**src/design/pss_defines.svh**
```systemverilog
`ifndef PSS_DEFINES_SVH
`define PSS_DEFINES_SVH

// register byte addresses
`define PSS_ADDR_CTL 16'h1C00
`define PSS_ADDR_STS 16'h1C01
`define PSS_ADDR_INT_STS 16'h1C02
`define PSS_ADDR_INT_EN 16'h1C03
`define PSS_ADDR_STATE 16'h1C04

// control register fields and reset value
`define PSS_CTL_FORCE 0
`define PSS_CTL_EN_N 1
`define PSS_CTL_RST 2'h0

// status register fields
`define PSS_STS_MAIN_RDY 5
`define PSS_STS_BUS_RDY 4
`define PSS_STS_PWR_RDY 2

// interrupt status / enable fields and reset values
`define PSS_INT_MAIN2BUS 5
`define PSS_INT_BUS2MAIN 4
`define PSS_INT_MAIN_LOST 3
`define PSS_INT_MAIN_RDY 2
`define PSS_INT_BUS_LOST 1
`define PSS_INT_BUS_RDY 0
`define PSS_INT_RST 6'h00

// fet vectors, bit0 A, bit1 B, bit2 C, bit3 D, one means shorted
`define PSS_FET_INIT 4'hA
`define PSS_FET_MAIN_STEP 4'h2
`define PSS_FET_MAIN 4'h3
`define PSS_FET_BUS_STEP 4'h8
`define PSS_FET_BUS 4'hC
`define PSS_FET_B2M_1 4'h8
`define PSS_FET_B2M_2 4'hA
`define PSS_FET_B2M_3 4'h2
`define PSS_FET_M2B_1 4'h2
`define PSS_FET_M2B_2 4'hA
`define PSS_FET_M2B_3 4'h8

// sequencing step time and clock rate
`define PSS_STEP_US 50
`define PSS_CLK_MHZ 100

`endif

```
**src/design/pss_pkg.sv**
```systemverilog
package pss_pkg;

   // switch sequencer states
   typedef enum logic [3:0] {
      ST_INIT,
      ST_MAIN_STEP,
      ST_MAIN,
      ST_BUS_STEP,
      ST_BUS,
      ST_B2M_1,
      ST_B2M_2,
      ST_B2M_3,
      ST_M2B_1,
      ST_M2B_2,
      ST_M2B_3
   } pss_state_t;

   // whole state of the sequencer, rail bits: 0 bus, 1 main, 2 core
   typedef struct packed {
      logic [2:0] sync1;
      logic [2:0] sync2;
      logic prev_bus;
      logic prev_main;
      pss_state_t state;
      logic [15:0] timer;
      logic [1:0] ctl;
      logic [5:0] int_sts;
      logic [5:0] int_en;
      logic [3:0] fet;
      logic hold_rst;
      logic irq;
      logic wake;
      logic [7:0] rdata;
   } pss_regs_t;

endpackage

```
**src/design/pss_top.sv**
```systemverilog
// Behaviour
// hold the part in reset while core supply good is low.
// hold in reset when neither bus nor main rail is good.
// at power up keep A and C open, B and D shorted.
// main rail only: open D, then short A after 50us.
// bus rail only: bring up bus path and start normal operation.
// on bus power, main rail good appears: open C first.
// short B 50us after C opened.
// open D 50us after B shorted.
// short A 50us after D opened, main now feeds the core.
// main is source and bus comes up: leave every fet alone.
// both rails, bus goes away: keep source, flag bus status change.
// both rails, main goes away: open A first.
// close the bypass fet D 50us after A opened.
// open B 50us after that.
// short C 50us after B opened, core fed from bus rail.
// both rails select main unless force bit set, which stops auto switching.
// force bit (bit 0, reset 0) acts only on main with bus present.
// interrupt output stays high until every asserted status bit is cleared.
// each interrupt event is masked by its own enable bit.
// any pending status bit raises the wake output.
// control bit 1 is active low switch enable, reset 0.
// registers live at 1C00h to 1C04h, above that reserved.
// status bits clear on writing one, zero writes ignored.
// bus lost bit sets when bus ready falls.
// time steps with a counter, synchronise comparator inputs first.
// interrupt is the OR of enabled status bits.
//
// The strobed register port is this design's own decision.
`timescale 1ns/1ps
`include "pss_defines.svh"

module pss_top #(
   parameter int STEP_CYCLES = `PSS_STEP_US * `PSS_CLK_MHZ
) (
   // clock and reset
   input wire logic i_clk,
   input wire logic i_sys_rst,
   // comparator indications, asynchronous
   input wire logic i_bus_rail_good,
   input wire logic i_main_rail_good,
   input wire logic i_core_supply_good,
   // register port
   input wire logic [15:0] i_addr,
   input wire logic [7:0] i_wdata,
   input wire logic i_wr,
   input wire logic i_rd,
   output logic [7:0] o_rdata,
   // switch drives, high means fet shorted
   output logic o_fet_a,
   output logic o_fet_b,
   output logic o_fet_c,
   output logic o_fet_d,
   // system outputs
   output logic o_hold_reset,
   output logic o_irq,
   output logic o_wake
);

   localparam logic [15:0] STEP_LAST = 16'(STEP_CYCLES - 1);

   pss_pkg::pss_regs_t r;
   pss_pkg::pss_regs_t nxt;
   logic bus_ok;
   logic main_ok;
   logic core_ok;
   logic step_st;
   logic step_done;
   logic [5:0] set_vec;

   ////////////////////////////////////////////////////////////////////////////////
   // next state
   always_comb begin
      nxt = r;
      set_vec = 6'h00;
      // two flop synchroniser
      nxt.sync1 = {i_core_supply_good, i_main_rail_good, i_bus_rail_good};
      nxt.sync2 = r.sync1;
      bus_ok = r.sync2[0];
      main_ok = r.sync2[1];
      core_ok = r.sync2[2];
      nxt.prev_bus = bus_ok;
      nxt.prev_main = main_ok;
      step_st = (r.state != pss_pkg::ST_INIT) && (r.state != pss_pkg::ST_MAIN) &&
                (r.state != pss_pkg::ST_BUS);
      // step timer
      step_done = (r.timer == STEP_LAST);

      // rail edge events
      // bus lost on falling ready
      set_vec[`PSS_INT_BUS_LOST] = r.prev_bus && !bus_ok;
      set_vec[`PSS_INT_BUS_RDY] = !r.prev_bus && bus_ok;
      set_vec[`PSS_INT_MAIN_LOST] = r.prev_main && !main_ok;
      set_vec[`PSS_INT_MAIN_RDY] = !r.prev_main && main_ok;

      // sequencer, frozen while the switch is disabled unless both rails are lost, which forces ST_INIT
      // enable is active low
      if (!bus_ok && !main_ok) begin
         nxt.state = pss_pkg::ST_INIT;
      end else if (!r.ctl[`PSS_CTL_EN_N]) begin
         unique case (r.state)
            pss_pkg::ST_INIT: begin
               // main first opens D
               if (main_ok) begin
                  nxt.state = pss_pkg::ST_MAIN_STEP;
               // bus only bring up
               end else begin
                  nxt.state = pss_pkg::ST_BUS_STEP;
               end
            end
            pss_pkg::ST_MAIN_STEP: begin
               if (step_done) begin
                  nxt.state = pss_pkg::ST_MAIN;
               end
            end
            pss_pkg::ST_BUS_STEP: begin
               if (step_done) begin
                  nxt.state = pss_pkg::ST_BUS;
               end
            end
            pss_pkg::ST_MAIN: begin
               // main lost starts handover
               // force only on main with bus present
               // without the bus neither cause may leave main
               if (bus_ok && (!main_ok || r.ctl[`PSS_CTL_FORCE])) begin
                  nxt.state = pss_pkg::ST_M2B_1;
               end
            end
            pss_pkg::ST_BUS: begin
               // main appears, auto switch unless forced
               // force bit blocks auto switching
               if (main_ok && !r.ctl[`PSS_CTL_FORCE]) begin
                  nxt.state = pss_pkg::ST_B2M_1;
               end
            end
            pss_pkg::ST_B2M_1: begin
               if (step_done) begin
                  nxt.state = pss_pkg::ST_B2M_2;
               end
            end
            pss_pkg::ST_B2M_2: begin
               if (step_done) begin
                  nxt.state = pss_pkg::ST_B2M_3;
               end
            end
            pss_pkg::ST_B2M_3: begin
               if (step_done) begin
                  nxt.state = pss_pkg::ST_MAIN;
                  set_vec[`PSS_INT_BUS2MAIN] = 1'b1;
               end
            end
            pss_pkg::ST_M2B_1: begin
               if (step_done) begin
                  nxt.state = pss_pkg::ST_M2B_2;
               end
            end
            pss_pkg::ST_M2B_2: begin
               if (step_done) begin
                  nxt.state = pss_pkg::ST_M2B_3;
               end
            end
            pss_pkg::ST_M2B_3: begin
               if (step_done) begin
                  nxt.state = pss_pkg::ST_BUS;
                  set_vec[`PSS_INT_MAIN2BUS] = 1'b1;
               end
            end
            default: begin
               nxt.state = pss_pkg::ST_INIT;
            end
         endcase
      end

      // timer restarts on every state change
      if (nxt.state != r.state) begin
         nxt.timer = 16'h0000;
      end else if (step_st && !step_done && !r.ctl[`PSS_CTL_EN_N]) begin
         nxt.timer = r.timer + 16'h0001;
      end

      // fet vector follows the state
      unique case (nxt.state)
         // power up configuration
         pss_pkg::ST_INIT: nxt.fet = `PSS_FET_INIT;
         pss_pkg::ST_MAIN_STEP: nxt.fet = `PSS_FET_MAIN_STEP;
         // final main configuration
         // main source untouched by bus
         pss_pkg::ST_MAIN: nxt.fet = `PSS_FET_MAIN;
         pss_pkg::ST_BUS_STEP: nxt.fet = `PSS_FET_BUS_STEP;
         // final bus configuration
         pss_pkg::ST_BUS: nxt.fet = `PSS_FET_BUS;
         // B shorted after C open
         pss_pkg::ST_B2M_1: nxt.fet = `PSS_FET_B2M_1;
         pss_pkg::ST_B2M_2: nxt.fet = `PSS_FET_B2M_2;
         // D opened after B
         pss_pkg::ST_B2M_3: nxt.fet = `PSS_FET_B2M_3;
         // bypass D closed after A open
         pss_pkg::ST_M2B_1: nxt.fet = `PSS_FET_M2B_1;
         pss_pkg::ST_M2B_2: nxt.fet = `PSS_FET_M2B_2;
         // B opened after bypass
         pss_pkg::ST_M2B_3: nxt.fet = `PSS_FET_M2B_3;
         default: nxt.fet = `PSS_FET_INIT;
      endcase

      // register writes
      // decode of the three writable registers
      if (i_wr) begin
         unique case (i_addr)
            `PSS_ADDR_CTL: nxt.ctl = i_wdata[1:0];
            // write one to clear
            `PSS_ADDR_INT_STS: nxt.int_sts = r.int_sts & ~i_wdata[5:0];
            `PSS_ADDR_INT_EN: nxt.int_en = i_wdata[5:0];
            default: nxt.ctl = r.ctl;
         endcase
      end
      // event set wins over clear
      nxt.int_sts = nxt.int_sts | set_vec;

      // register reads, data valid one cycle later only
      nxt.rdata = 8'h00;
      if (i_rd) begin
         unique case (i_addr)
            `PSS_ADDR_CTL: nxt.rdata = {6'h00, r.ctl};
            `PSS_ADDR_STS: nxt.rdata = {2'h0, main_ok, bus_ok, 1'b0, core_ok, 2'h0};
            `PSS_ADDR_INT_STS: nxt.rdata = {2'h0, r.int_sts};
            `PSS_ADDR_INT_EN: nxt.rdata = {2'h0, r.int_en};
            `PSS_ADDR_STATE: nxt.rdata = {6'h00, r.fet[2], r.fet[0]};
            default: nxt.rdata = 8'h00;
         endcase
      end

      // reset hold on core supply
      // reset hold with no rail
      nxt.hold_rst = !core_ok || (!bus_ok && !main_ok);
      // enabled status OR
      // per bit mask
      // level held until status cleared
      nxt.irq = |(nxt.int_sts & nxt.int_en);
      // wake from any pending status
      nxt.wake = |nxt.int_sts;
   end

   ////////////////////////////////////////////////////////////////////////////////
   // state register
   always_ff @(posedge i_clk) begin
      if (i_sys_rst) begin
         r <= '0;
         r.state <= pss_pkg::ST_INIT;
         r.ctl <= `PSS_CTL_RST;
         r.int_sts <= `PSS_INT_RST;
         r.int_en <= `PSS_INT_RST;
         r.fet <= `PSS_FET_INIT;
         r.hold_rst <= 1'b1;
      end else begin
         r <= nxt;
      end
   end

   // outputs straight from flops
   assign o_rdata = r.rdata;
   assign o_fet_a = r.fet[0];
   assign o_fet_b = r.fet[1];
   assign o_fet_c = r.fet[2];
   assign o_fet_d = r.fet[3];
   assign o_hold_reset = r.hold_rst;
   assign o_irq = r.irq;
   assign o_wake = r.wake;

   ////////////////////////////////////////////////////////////////////////////////
   // checks
   a_hold_core: assert property (@(posedge i_clk) disable iff (i_sys_rst)
      !r.sync2[2] |=> o_hold_reset) else $error("reset not held on core loss");

   a_hold_norail: assert property (@(posedge i_clk) disable iff (i_sys_rst)
      (!r.sync2[0] && !r.sync2[1]) |=> o_hold_reset && r.state == pss_pkg::ST_INIT)
      else $error("reset not held without rails");

   a_init_fets: assert property (@(posedge i_clk) disable iff (i_sys_rst)
      r.state == pss_pkg::ST_INIT |-> !o_fet_a && o_fet_b && !o_fet_c && o_fet_d)
      else $error("power up fet state wrong");

   a_main_only: assert property (@(posedge i_clk) disable iff (i_sys_rst)
      (r.state == pss_pkg::ST_INIT && r.sync2[1] && !r.ctl[1])
      |=> !o_fet_d && !o_fet_a && r.state == pss_pkg::ST_MAIN_STEP)
      else $error("main only sequence wrong");

   a_main_short: assert property (@(posedge i_clk) disable iff (i_sys_rst)
      (r.state == pss_pkg::ST_MAIN_STEP && r.timer == STEP_LAST && !r.ctl[1] &&
      (r.sync2[0] || r.sync2[1])) |=> o_fet_a && !o_fet_d)
      else $error("main only step did not short A");

   a_b2m_seq: assert property (@(posedge i_clk) disable iff (i_sys_rst)
      (r.state == pss_pkg::ST_BUS && r.sync2[1] && r.sync2[0] && r.ctl == 2'h0)
      |=> !o_fet_c && !o_fet_b && o_fet_d) else $error("handover to main did not open C");

   a_b2m_short: assert property (@(posedge i_clk) disable iff (i_sys_rst)
      $rose(r.state == pss_pkg::ST_B2M_2) |-> o_fet_b && !o_fet_c && o_fet_d)
      else $error("B not shorted after C opened");

   a_b2m_done: assert property (@(posedge i_clk) disable iff (i_sys_rst)
      ($fell(r.state == pss_pkg::ST_B2M_3) && r.state == pss_pkg::ST_MAIN)
      |-> o_fet_a && o_fet_b && !o_fet_c && !o_fet_d) else $error("A not shorted at end");

   a_m2b_bypass: assert property (@(posedge i_clk) disable iff (i_sys_rst)
      $rose(r.state == pss_pkg::ST_M2B_2) |-> !o_fet_a && o_fet_d)
      else $error("bypass D not closed");

   a_b2m_steps: assert property (@(posedge i_clk) disable iff (i_sys_rst)
      $rose(r.state == pss_pkg::ST_B2M_3) |-> o_fet_b && !o_fet_d && $past(o_fet_d))
      else $error("D not opened after B");

   a_main_keep: assert property (@(posedge i_clk) disable iff (i_sys_rst)
      (r.state == pss_pkg::ST_MAIN && r.sync2[1] && !r.ctl[0]) |=> $stable(r.fet))
      else $error("fets moved while on main");

   a_m2b_start: assert property (@(posedge i_clk) disable iff (i_sys_rst)
      (r.state == pss_pkg::ST_MAIN && !r.sync2[1] && r.sync2[0] && !r.ctl[1])
      |=> !o_fet_a && o_fet_b && !o_fet_c && !o_fet_d)
      else $error("main loss did not open A");

   a_force_bus: assert property (@(posedge i_clk) disable iff (i_sys_rst)
      (r.state == pss_pkg::ST_BUS && r.ctl[0] && !r.ctl[1] && r.sync2[0]) |=>
      r.state == pss_pkg::ST_BUS) else $error("forced bus source left");

   a_force_nobus: assert property (@(posedge i_clk) disable iff (i_sys_rst)
      (r.state == pss_pkg::ST_MAIN && r.ctl == 2'h1 && r.sync2[1] && !r.sync2[0]) |=>
      r.state == pss_pkg::ST_MAIN) else $error("force acted without bus");

   a_step_time: assert property (@(posedge i_clk) disable iff (i_sys_rst)
      (step_st && nxt.state != r.state && nxt.state != pss_pkg::ST_INIT)
      |-> r.timer == STEP_LAST) else $error("step advanced early");

   a_bus_lost: assert property (@(posedge i_clk) disable iff (i_sys_rst)
      (r.prev_bus && !r.sync2[0]) |=> r.int_sts[1]) else $error("bus lost not flagged");

   a_w1c_clear: assert property (@(posedge i_clk) disable iff (i_sys_rst)
      (i_wr && i_addr == `PSS_ADDR_INT_STS && i_wdata[5:0] == 6'h3F && set_vec == 6'h00)
      |=> r.int_sts == 6'h00 && !o_irq) else $error("write one clear failed");

   a_irq_hold: assert property (@(posedge i_clk) disable iff (i_sys_rst)
      (o_irq && !(i_wr && (i_addr == `PSS_ADDR_INT_STS || i_addr == `PSS_ADDR_INT_EN)))
      |=> o_irq)
      else $error("interrupt dropped without clear");

   a_irq_or: assert property (@(posedge i_clk) disable iff (i_sys_rst)
      o_irq == |(r.int_sts & r.int_en)) else $error("interrupt not masked OR");

   a_wake_any: assert property (@(posedge i_clk) disable iff (i_sys_rst)
      $rose(|r.int_sts) |-> o_wake) else $error("wake missing");

   a_rd_data: assert property (@(posedge i_clk) disable iff (i_sys_rst)
      (i_rd && i_addr == `PSS_ADDR_INT_EN) |=> o_rdata == {2'h0, $past(r.int_en)})
      else $error("read data wrong");

endmodule

```
**config.mk**
```make
export PLATFORM = sky130hd
export DESIGN_NAME = pss_top
export DESIGN_NICKNAME = d
export VERILOG_FILES = /design/src/design/pss_pkg.sv /design/src/design/pss_top.sv
export VERILOG_INCLUDE_DIRS = /design/src /design/src/design
export SDC_FILE = /design/constraint.sdc
export NUM_CORES = 1
export LEC_CHECK = 0
export ABC_AREA = 1
export CAP_MARGIN = 10
export CORE_UTILIZATION = 32
export DETAILED_ROUTE_END_ITERATION = 16
export DONT_BUFFER_PORTS = 1
export SYNTH_ARGS = -nofsm -noshare
export SYNTH_HDL_FRONTEND = slang
export SYNTH_SLANG_ARGS = --single-unit
```
**constraint.sdc**
```tcl
create_clock -name i_clk -period 2.7 [get_ports i_clk]
set_clock_uncertainty 0.1 [all_clocks]
set_input_delay 0.54 -clock i_clk [delete_from_list [all_inputs] [get_ports i_clk]]
set_output_delay 0.54 -clock i_clk [all_outputs]
set_load 0.02 [all_outputs]
```
# ---- Word-level counts from Yosys, hierarchy flattened
# Memories as Yosys holds them, arrays and structs flattened. A register that Yosys moved wholly into a read port is not among the register bits.
# Index checks and enable logic that the tools add are counted.
dict set report word_totals {
  elab_cells 90
  in_bits 31
  mem_bits_ro 64
  output_inout_bits 15
  memories 1
  reg_bits 53
}
dict set report op_classes {
  n_mux 21
  bitwise_logic 5
  add_sub_neg 1
  n_eq_ne 19
  reduce_logical 30
}
# memory depth width read_ports rd_ports_with_merged_regs wr line_no
set memory_table {}
lappend memory_table {{(name not given)} 16 4 1 1 0 pss_top.sv:182} ;# unique case (nxt.state)
# operator count
set ops {}
lappend ops {{$eq 16x13->1 const B} 6}
lappend ops {{$mux 4} 10}
lappend ops {{$pmux 4 s9} 1}
lappend ops {{$pmux 6 s5} 1}
lappend ops {{$add 16x1->16 const B} 1}
lappend ops {{$eq 4x3->1 const B} 4}
lappend ops {{$and 6x6->6} 2}
lappend ops {{$eq 4x4->1 const B} 3}
lappend ops {{$mux 12} 1}
lappend ops {{$mux 6} 2}
lappend ops {{$reduce_or 6->1} 2}
lappend ops {{$logic_and 1x1->1} 11}
lappend ops {{$eq 4x2->1 const B} 2}
lappend ops {{$logic_not 1->1} 8}
lappend ops {{$reduce_or 2->1} 4}
lappend ops {{$mux 2} 3}
lappend ops {{$not 6->6} 1}
lappend ops {{$or 6x6->6} 1}
lappend ops {{$eq 4x1->1 const B} 1}
lappend ops {{$logic_not 4->1} 1}
lappend ops {{$ne 4x2->1 const B} 1}
lappend ops {{$ne 4x3->1 const B} 1}
lappend ops {{$ne 4x4->1} 1}
lappend ops {{$reduce_bool 4->1} 1}
lappend ops {{4 further kinds} 7}

# ---- Longest topological paths before layout
# Gate-level depths: netlist of run 1.
dict set report logic_depth {
  word_depth 9
  mapped_depth 18
  mapped_depth_nobuf 18
}

# ---- Least setup slack after synthesis of run 1
# Ideal clock, no wire load.
dict set report synth_path {
  kind {flip-flop to flip-flop}
  from {register r[29] (netlist name)}
  to {register o_fet_d (netlist name)}
  arrival_ns 1.804
  path_slack_ns 0.722
  setup_time_ns 0.074
  required_ns 2.526
  path_buffers 0
  period_less_slack_ns 1.978
  stages_incl_launch_ff 19
  path_cell_list {dfxtp_1 > ha_1 > nand2_1 > clkinv_1 > nand2_1 > nor2_2 > nand2_4 > nand2_1 > nand3_1 > nand2_1 > nand2_1 > nand2_1 > nand2_1 > nand2_2 > inv_1 > ha_1 > inv_1 > o21ai_0 > o21ai_0}
}
# item line_no
set synth_rtl {}
lappend synth_rtl {{from (decl)} pss_top.sv:62} ;# pss_pkg::pss_regs_t r;
lappend synth_rtl {{from (signal assigned)} pss_top.sv:255} ;# r <= nxt;

# ---- Worst setup path in the final report of run 1
dict set report layout_path {
  from {register r[29] (netlist name)}
  to {register r[42] (netlist name)}
}
dict set report layout_via {
  elab_chain_cells 7
  word_cells_on_any_way 16
  cone_classes {add/sub (1); eq/ne (2); mux (9); reduce/logical (4)}
}
# item line_no
set layout_lines {}
lappend layout_lines {{$eq 16x13->1} pss_top.sv:87} ;# step_done = (r.timer == STEP_LAST);
lappend layout_lines {{$mux 4, or another cell as far along} {pss_top.sv:117, pss_top.sv:163}}
lappend layout_lines {{$pmux 4 s9} pss_top.sv:101} ;# unique case (r.state)
lappend layout_lines {{$mux 4} pss_top.sv:100} ;# end else if (!r.ctl[`PSS_CTL_EN_N]) begin
lappend layout_lines {{$mux 4} pss_top.sv:98} ;# if (!bus_ok && !main_ok) begin
lappend layout_lines {{$ne 4x4->1} pss_top.sv:175} ;# if (nxt.state != r.state) begin
lappend layout_lines {{$reduce_or 2->1 (no source line)} -}
# Several ways; a longest one is shown, not always the timed one.
# A chain may end at the register's enable or synchronous reset.

==> reports/results.txt, run 1 <==
The run finished with clean final reports. The first global-routing pass estimated 11.27 mm of wire. The number of buffers on the longest clock path is 2, and the total of max-cap violations is 0. The run gives 458 as the post-synthesis cell count. The starting density of the core is 33.41%. The worst hold-check path type is primary input to register. After the first detailed-routing iteration, the DRC count stood at 101. The largest total area in the synthesized netlist belongs to dfxtp_1.

Data on the critical path arrives at its endpoint at 2.50 ns. In this run the standard cell core region covers 9328 µm². In this run the vertical extent of the chip is 100.7 µm. The critical path in this run is classified as register to register. The most critical setup path has its startpoint at r[29]. The run gives 46 as the number of ports placed on the die boundary. 0 antenna diodes ended up in the layout. The sort of element at the end of the critical path was a register. Launch instance of the worst min-delay path: i_sys_rst. The floorplan step defined a die boundary enclosing 10140 µm².

For this design the total switching power over the nets is 388.3 µW. The run gives 2497 as the number of global-route vias before repair. The run gives 5 as the number of buffers inserted during clock tree synthesis. In this run switching power makes up 26.47% of total power. For the H-tree level count, the log shows 2.

TritonCTS built the clock tree. Summed over its instances, the top area cell type makes up 35.33% of the synthesized netlist area. The total vias in the final route is 2624.

After floorplanning, the core was divided into 35 placement rows. The final critical path time including I/O delays and setup works out to 2.364 ns. From synthesis to final layout, the design area changed by 5.419%. After legalization and detailed placement, the total HPWL measured 5.063 mm. Of the available clock period, the critical path in the final layout requires 87.57%. After clock tree synthesis, the clock-pin slew on the worst setup and hold paths is 0.11 ns. The synthesized design contains 55 register bits. The number of buffers added for setup after CTS was 0.

In this run the tool buffered the top-level ports with 0 buffer cells. The number of clock sinks seen by CTS was 55; the number of DRC violations after detailed routing was 0. Final setup violation count: 0.

Delay contributed by the slowest stage of the critical path: 0.39 ns. For this run, the total global-route usage over all layers was measured as 14.08%. The final setup TNS is 0 ns, and the via count normalized by instance count is 4.509. The prevailing post-synth register cell was dfxtp_1. Number of buffers inserted by hold repair at cts: 0.

Walking the worst path, the cells encountered are ha_1, nand2_1, clkinv_1, nand2_1, nor2_2, nand2_4, a21oi_2, nand2_1, nand2_2, nand2_4, nand2_2, nand2_2, nor2_4, nand3_4, nor2_1. Setup repair after global routing left no endpoint under its margin. Along the worst path, the maximum fanout reaches 16.

The clock root buffer master was clkbuf_8. The worst vdd rail ir drop was 0.0002335 V; the standard cell area after detailed placement was 3186 µm². Entering global routing, the biggest net connects 29 pins. The clock share of power was 34.2%. Sequential share of the synthesized area: 35.33%. The number of nets with antenna violations after routing is 0, and the fraction of layout cells with a size suffix above 1 is 11.26%. Yosys mapped the design onto 40 distinct sky130hd cell types. Static timing analysis puts the maximum clock frequency at 422.9 MHz. The async set-or-reset flop fraction in the synthesized netlist was 0%; the iteration count of the initial detailed-routing pass was 4.

After detailed routing, the average wire length per cell comes to 11.24 µm. Clock network latency to the later pin of the worst-skew pair: 0.32 ns. For this design the ratio of total power to cell area is 446.5 nW/µm². Routability-driven placement finished with a final weighted congestion of 0.8511. The tools report the combinational power share as 8.4%.

After synthesis the cells add up to 3117 µm². For this design, the slowest cell found on the critical path is dfxtp_1. The tools report the required time of the critical path as 2.83 ns. The tools report the initial antenna violation count as 0. By area the synthesized netlist is led by dfxtp_1, nand2_1, inv_1. The total of warnings raised by yosys is 0, and the residual overflow from global routing is 0. In this run the critical register-to-register path is launched from r[29]. The tools report the number of failing hold endpoints at the final stage as 0. The sort of element at the start of the critical path was a register. The routed design has 6.540 mm of wire.

In this run the mean area of a mapped cell was 6.805 µm². The number of flops mapped to enable cells by yosys came out at 0. Once layout is done, the placed cells without fillers occupy 3286 µm². The static leakage is 1.415 nW, and the internal power component is 1.079 mW. The count of pins over their slew limit was 0.

After clock tree synthesis, the repair step resized 0 gates. The overall die width is 100.7 µm, and the power share of the sequential group is 57.4%. The run gives 487 as the net count reported at finish.
## final timing paths
path | to | slack [ns] | cells past startpoint
worst min-delay path | r[15] | 0.18 | 1
worst min register to register | main_ok | 0.31 | 2
worst max-delay path | r[42] | 0.34 | 15
worst max register to register | r[42] | 0.34 | 15
## sequential cells by signal (all words and copies together) (netlist names)
name / count
o_irq: 1
core_ok: 1
bus_ok: 1
nxt: 3
r: 36
main_ok: 1
o_rdata: 6
o_wake: 1
o_fet_a: 1
o_fet_b: 1
o_hold_reset: 1
o_fet_d: 1
o_fet_c: 1
## cell usage in the layout, fill, tap and decap left out, types with 3 or more instances in the layout
cell type	netlist	layout
nand2_2	11	11
nand3_1	29	29
nor4_1	4	4
nor3_1	9	9
nor2_4	12	12
xor2_1	10	10
inv_1	67	67
o21ai_0	18	18
clkbuf_8	0	6
dfxtp_1	55	55
xnor2_1	4	4
ha_1	4	4
a21oi_1	15	15
inv_2	5	5
nor2_2	3	3
nand2_1	103	103
nor2_1	61	61
nand4_1	6	6
clkinv_1	4	4
## metrics by stage
stage	util, %	instances	hold slack, ns	worst slack, ns	power, mW
global placement	34.15	574	0.2904	0.3968	0.9823
CTS	35.22	582	0.1656	0.2995	1.492
finish	35.22	582	0.1792	0.3355	1.467
floorplan	-	459	0.2821	0.7221	0.9791
detailed placement	34.15	574	0.2991	0.3216	0.9856
global route	35.22	582	0.1481	0.08744	1.545
## worst max-delay path, delay by kind of cell (launching register included)
family | cells | cell delay [ns]
buf+inv | 1 | 0.05
compound gates | 1 | 0.12
fa+ha+maj | 1 | 0.25
simple gates | 12 | 1.38
flops | 1 | 0.39
## area by class of cell
cell class	count	area, µm²
Sequential cell	55	1101
Tap cell	129	161.4
Inverter	76	285.3
Fill cell	1015	6042
Clock buffer	6	82.58
Multi-Input combinational cell	313	1630
Clock inverter	2	17.52
Timing Repair Buffer	1	7.507
## power by group through the flow
stage	clock [mW]	sequential, mW	combinational (mW)
3_3_place_gp	0	0.860	0.122
6_report	0.502	0.842	0.124
4_1_cts	0.524	0.842	0.125
2_1_floorplan	0	0.857	0.122
5_1_grt	0.557	0.844	0.144
3_5_place_dp	0	0.860	0.125
## logic make-up after synthesis
family	share of synthesized area, %
XOR/XNOR	3.934
flip-flops	35.33
other	0.1203
AND/OR/NAND/NOR	37.90
buffers and inverters	12.48
adder cells (fa/ha/maj)	1.606
AO/OA/AOI/OAI	8.631
## synth_stat cells, drive strengths merged, types with 3 or more instances
cell,count
clkinv,4
inv,72
nor2,76
nor3,11
xor2,10
clkbuf,3
ha,4
nor4,4
buf,12
o21ai,19
nand4,6
nand3,31
nand2,116
xnor2,4
a21oi,16
a211oi,3
dfxtp,55
## routing by layer
| layer | share of wire [%] | GRT usage (%) |
|---|---|---|
| met5 | 0 | 0 |
| met1 | 48 | 17.41 |
| met3 | 3.7 | 3.745 |
| met4 | 1.3 | 5.017 |
| met2 | 47 | 23.55 |
No activity file was read; power rests on OpenSTA's default activity.
==> run 2, diff against run 1 <==
--- a/config.mk
+++ b/config.mk
@@ -7,10 +7,10 @@
 export NUM_CORES = 1
 export LEC_CHECK = 0
 export ABC_AREA = 1
-export CAP_MARGIN = 10
 export CORE_UTILIZATION = 32
 export DETAILED_ROUTE_END_ITERATION = 16
 export DONT_BUFFER_PORTS = 1
+export SKIP_CTS_REPAIR_TIMING = 1
 export SYNTH_ARGS = -nofsm -noshare
 export SYNTH_HDL_FRONTEND = slang
 export SYNTH_SLANG_ARGS = --single-unit
==> constraint.sdc (replaced) <==
create_clock -name i_clk -period 2.7 [get_ports i_clk]
set_clock_uncertainty 0.1 [all_clocks]
set_input_delay 0.135 -clock i_clk [delete_from_list [all_inputs] [get_ports i_clk]]
set_output_delay 0.135 -clock i_clk [all_outputs]
set_load 0.02 [all_outputs]
==> run 2 against run 1 <==
The flow now finishes with violations (hold timing). Combinational power grew 13%. Via count grew 1.2%. Die area is the same. Register-to-register slack gained 0.11 ns. Utilization grew 0.79 points. Non-clock buffer count grew 8. Critical path depth is the same.
==> reports/results.txt, run 2 (synthesis gave the netlist of run 1 again) <==
The worst path arrival time came out at 2.40 ns (-0.10 ns). The tools report the first-pass GRT wire length as 10.68 mm (-5.3%). The worst setup path is of the register to register kind. Pin count of the biggest net entering global routing: 29 (unchanged).

The startpoint identified for the worst register-to-register timing path is r[29]. The flow ran to the end, but the final reports show violations. For the worst hold slack across all endpoints, the log shows -0.03628 ns (-0.2154 ns). The tools report the number of failing hold endpoints at the final stage as 5 (+5). In this run the worst setup path terminates at r[39]. The count of pins over their slew limit was 0 (unchanged).

The number of DRC violations after detailed routing came out at 0 (unchanged). The worst register-to-register path ends at r[39]. The starting density of the core was 33.41% (unchanged); the iteration count of the initial detailed-routing pass was 4 (unchanged).

The net count reported at finish was 495 (+1.6%); the quantity of I/O buffers inserted on ports was 0 (unchanged). The number of buffers inserted during clock tree synthesis was 5 (unchanged). In the layout the commonest cells are nand2_1, inv_1, nor2_1. The number of nets with antenna violations after routing was 0 (unchanged); the total vias in the final route was 2655 (+1.2%).

Worst hold-check path type: primary input to register. The logs give 590 (+1.4%) for the post-route non-filler standard cell count and 0.8674 (+1.9%) for the weighted congestion at the end of routability-driven global placement. The average wire per cell in the routed design was 10.88 µm (-3.2%); the worst-path maximum fanout was 16 (unchanged). The number of ports placed on the die boundary came out at 46 (unchanged). The final reports fail on hold timing. The run gives 92 (-8.9%) as the number of DRC markers after the initial detailed-route iteration. The tools report the footprint of the flip-flops and latches as 1101 µm² (unchanged).

The global routing usage on met3 was 3.398% (-0.35 points). The run gives 36.02% (+0.79 points) as the final design utilization. The number of fill cells in the layout was 986 (-2.9%).

The sort of element at the start of the critical path was a register. The combined area of the multi-input logic cells came out at 1630 µm² (unchanged). For the number of diodes added for antenna fixing, the log shows 0 (unchanged). The total stage count of the critical path was 15 (unchanged); the delay contributed by the slowest stage of the critical path was 0.38 ns (about the same). The initial antenna violation count was 0 (unchanged); the power density over cell area was 430.7 nW/µm² (-3.6%). The number of clock sinks seen by CTS was 55 (unchanged); the final critical path time including I/O delays and setup was 2.258 ns (-0.1061 ns). The total of max-cap violations is 0 (unchanged). The register clock-pin slew on the reported worst setup and hold paths was 0.11 ns (about the same). The signal on the critical path passes through ha_1, nand2_1, clkinv_1, nand2_1, nor2_2, nand2_4, a21oi_2, nand2_1, nand2_2, nand2_4, nand2_2, nand2_2, nor2_4, nand3_4, nor2_1. TritonCTS built the clock tree. The tools report the residual overflow from global routing as 0 (unchanged).

The total die area is 10140 µm² (unchanged). Tracing the worst setup path back leads to its startpoint at r[29]. The tools report the global routing usage on met2 as 22.02% (-1.5 points).

The overall power of the completed layout is 1.447 mW (-1.4%), and the worst vdd rail ir drop is 0.0002666 V (+14%). The logs give 6.421 mm (-1.8%) for the post-detailed-routing wire length and 0.31 ns (about the same) for the clock network latency to the later pin of the worst-skew pair. For the sum of net half-perimeters after detailed placement, the log shows 4.935 mm (-2.5%).

The overall die width came out at 100.7 µm (unchanged). The required time of the critical path is 2.84 ns (about the same), and the total buffers and inverters traversed by the critical path is 1 (unchanged). The area overhead of the layout relative to synthesis was 7.788%. The via count normalized by instance count is 4.500 (-0.19%), and the reg-to-reg setup timing slack is 0.44 ns (+0.11 ns). The worst setup path is captured at a register. The path depth of the worst reg2reg path works out to 15 (unchanged). The register with the most flip-flops in the final layout is r. For the final setup violation count, the log shows 0 (unchanged).

In this run the clock root is driven by a clkbuf_8. The run gives 2 (unchanged) as the number of buffers on the longest clock path. Family with the most delay on the worst path: simple AND/OR/NAND/NOR gates. met2 is the most crowded layer. The static leakage is 1.443 nW (+2.0%), and the H-tree level count is 2 (unchanged). The height of the die was 100.7 µm (unchanged). The row count is 35 (unchanged). Setup repair after global routing left no endpoint under its margin.

The tools report the highest clock rate as 442.8 MHz (+4.7%). The tools report the placeable core region as 9328 µm² (unchanged). The most frequent standard cell in the layout excluding fill and tap cells is nand2_1. Measured against its own limit, the worst slew margin works out to 35.55%. The cell count after placement was 573 (-0.17%). The final critical-path share of the clock period is 83.64% (-3.9 points), and the transition time at the pin with the least slew margin is 0.9636 ns. The run gives 13.25% (-0.84 points) as the all-layer global routing usage. The final setup TNS was 0 ns (unchanged). The run gives 2386 (-4.4%) as the number of global-route vias before repair. The fraction of layout cells with a size suffix above 1 is 10.85% (-0.41 points).

Cell with the biggest individual delay on the critical path: dfxtp_1. For the global routing usage on met1, the log shows 16.83% (-0.58 points). The number of flip-flops in the largest register came out at 36 (unchanged).
## run 2: cell types whose count changed in the layout (fill, tap and decap cells not counted)
cell,before,now
dlygate4sd3_1,0,9
clkinv_2,0,1
buf_4,1,0
clkinv_4,0,1
clkbuf_8,6,5
inv_6,2,1
## run 2: worst min-delay path by stage
stage / startpoint / end / slack [ns] / cells past startpoint
6_report: i_wdata[1] / r[16] / -0.04 / 4
5_1_grt: i_sys_rst / r[47] / 0.004 / 3
4_1_cts: i_sys_rst / r[24] / -0.24 / 1
3_5_place_dp: i_sys_rst / o_irq / 0.11 / 1
3_3_place_gp: i_sys_rst / nxt[53] / 0.11 / 1
2_1_floorplan: i_bus_rail_good / nxt[51] / 0.14 / 2
## run 2: stage by stage
| stage | instance area (µm²) | hold slack [ns] | setup slack [ns] |
|---|---|---|---|
| 6_report | 3359 | -0.03628 | 0.4416 |
| 5_1_grt | 3359 | 0.003840 | 0.1725 |
| 4_1_cts | 3269 | -0.2371 | 0.3876 |
| 3_5_place_dp | 3178 | 0.1106 | 0.4111 |
| 3_3_place_gp | 3178 | 0.1092 | 0.4515 |
| 2_1_floorplan | 3120 | 0.1420 | 0.7221 |
## run 2: cell type report
| cell class | instances | area share (%) |
|---|---|---|
| inverter | 76 | 8.492 |
| multi-input combinational | 313 | 48.53 |
| clock inverter | 3 | 0.6704 |
| clock buffer | 5 | 2.048 |
| timing repair buffer | 9 | 2.682 |
| tap | 129 | 4.804 |
| sequential | 55 | 32.77 |
## run 2: worst register-to-register path: stages (launching register included)
cell and delay (ns):
dfxtp_1 0.38, ha_1 0.23, nand2_1 0.07, clkinv_1 0.05, nand2_1 0.05, nor2_2 0.13, nand2_4 0.10, a21oi_2 0.12
nand2_1 0.06, nand2_2 0.08, nand2_4 0.08, nand2_2 0.08, nand2_2 0.06, nor2_4 0.12, nand3_4 0.30, nor2_1 0.18
## run 2: report_power, final
part	total, mW	switching [mW]	internal, mW
registers	0.841	0.0157	0.826
logic	0.140	0.0939	0.0459
clock network	0.466	0.279	0.187
total	1.45	0.389	1.06
## run 2: routing by layer
metal / wire (µm) / up-vias
li1: - / 1423
met3: 286 / 9
met2: 2972 / 51
met4: 66 / 0
met5: 0 / -
met1: 3095 / 1172
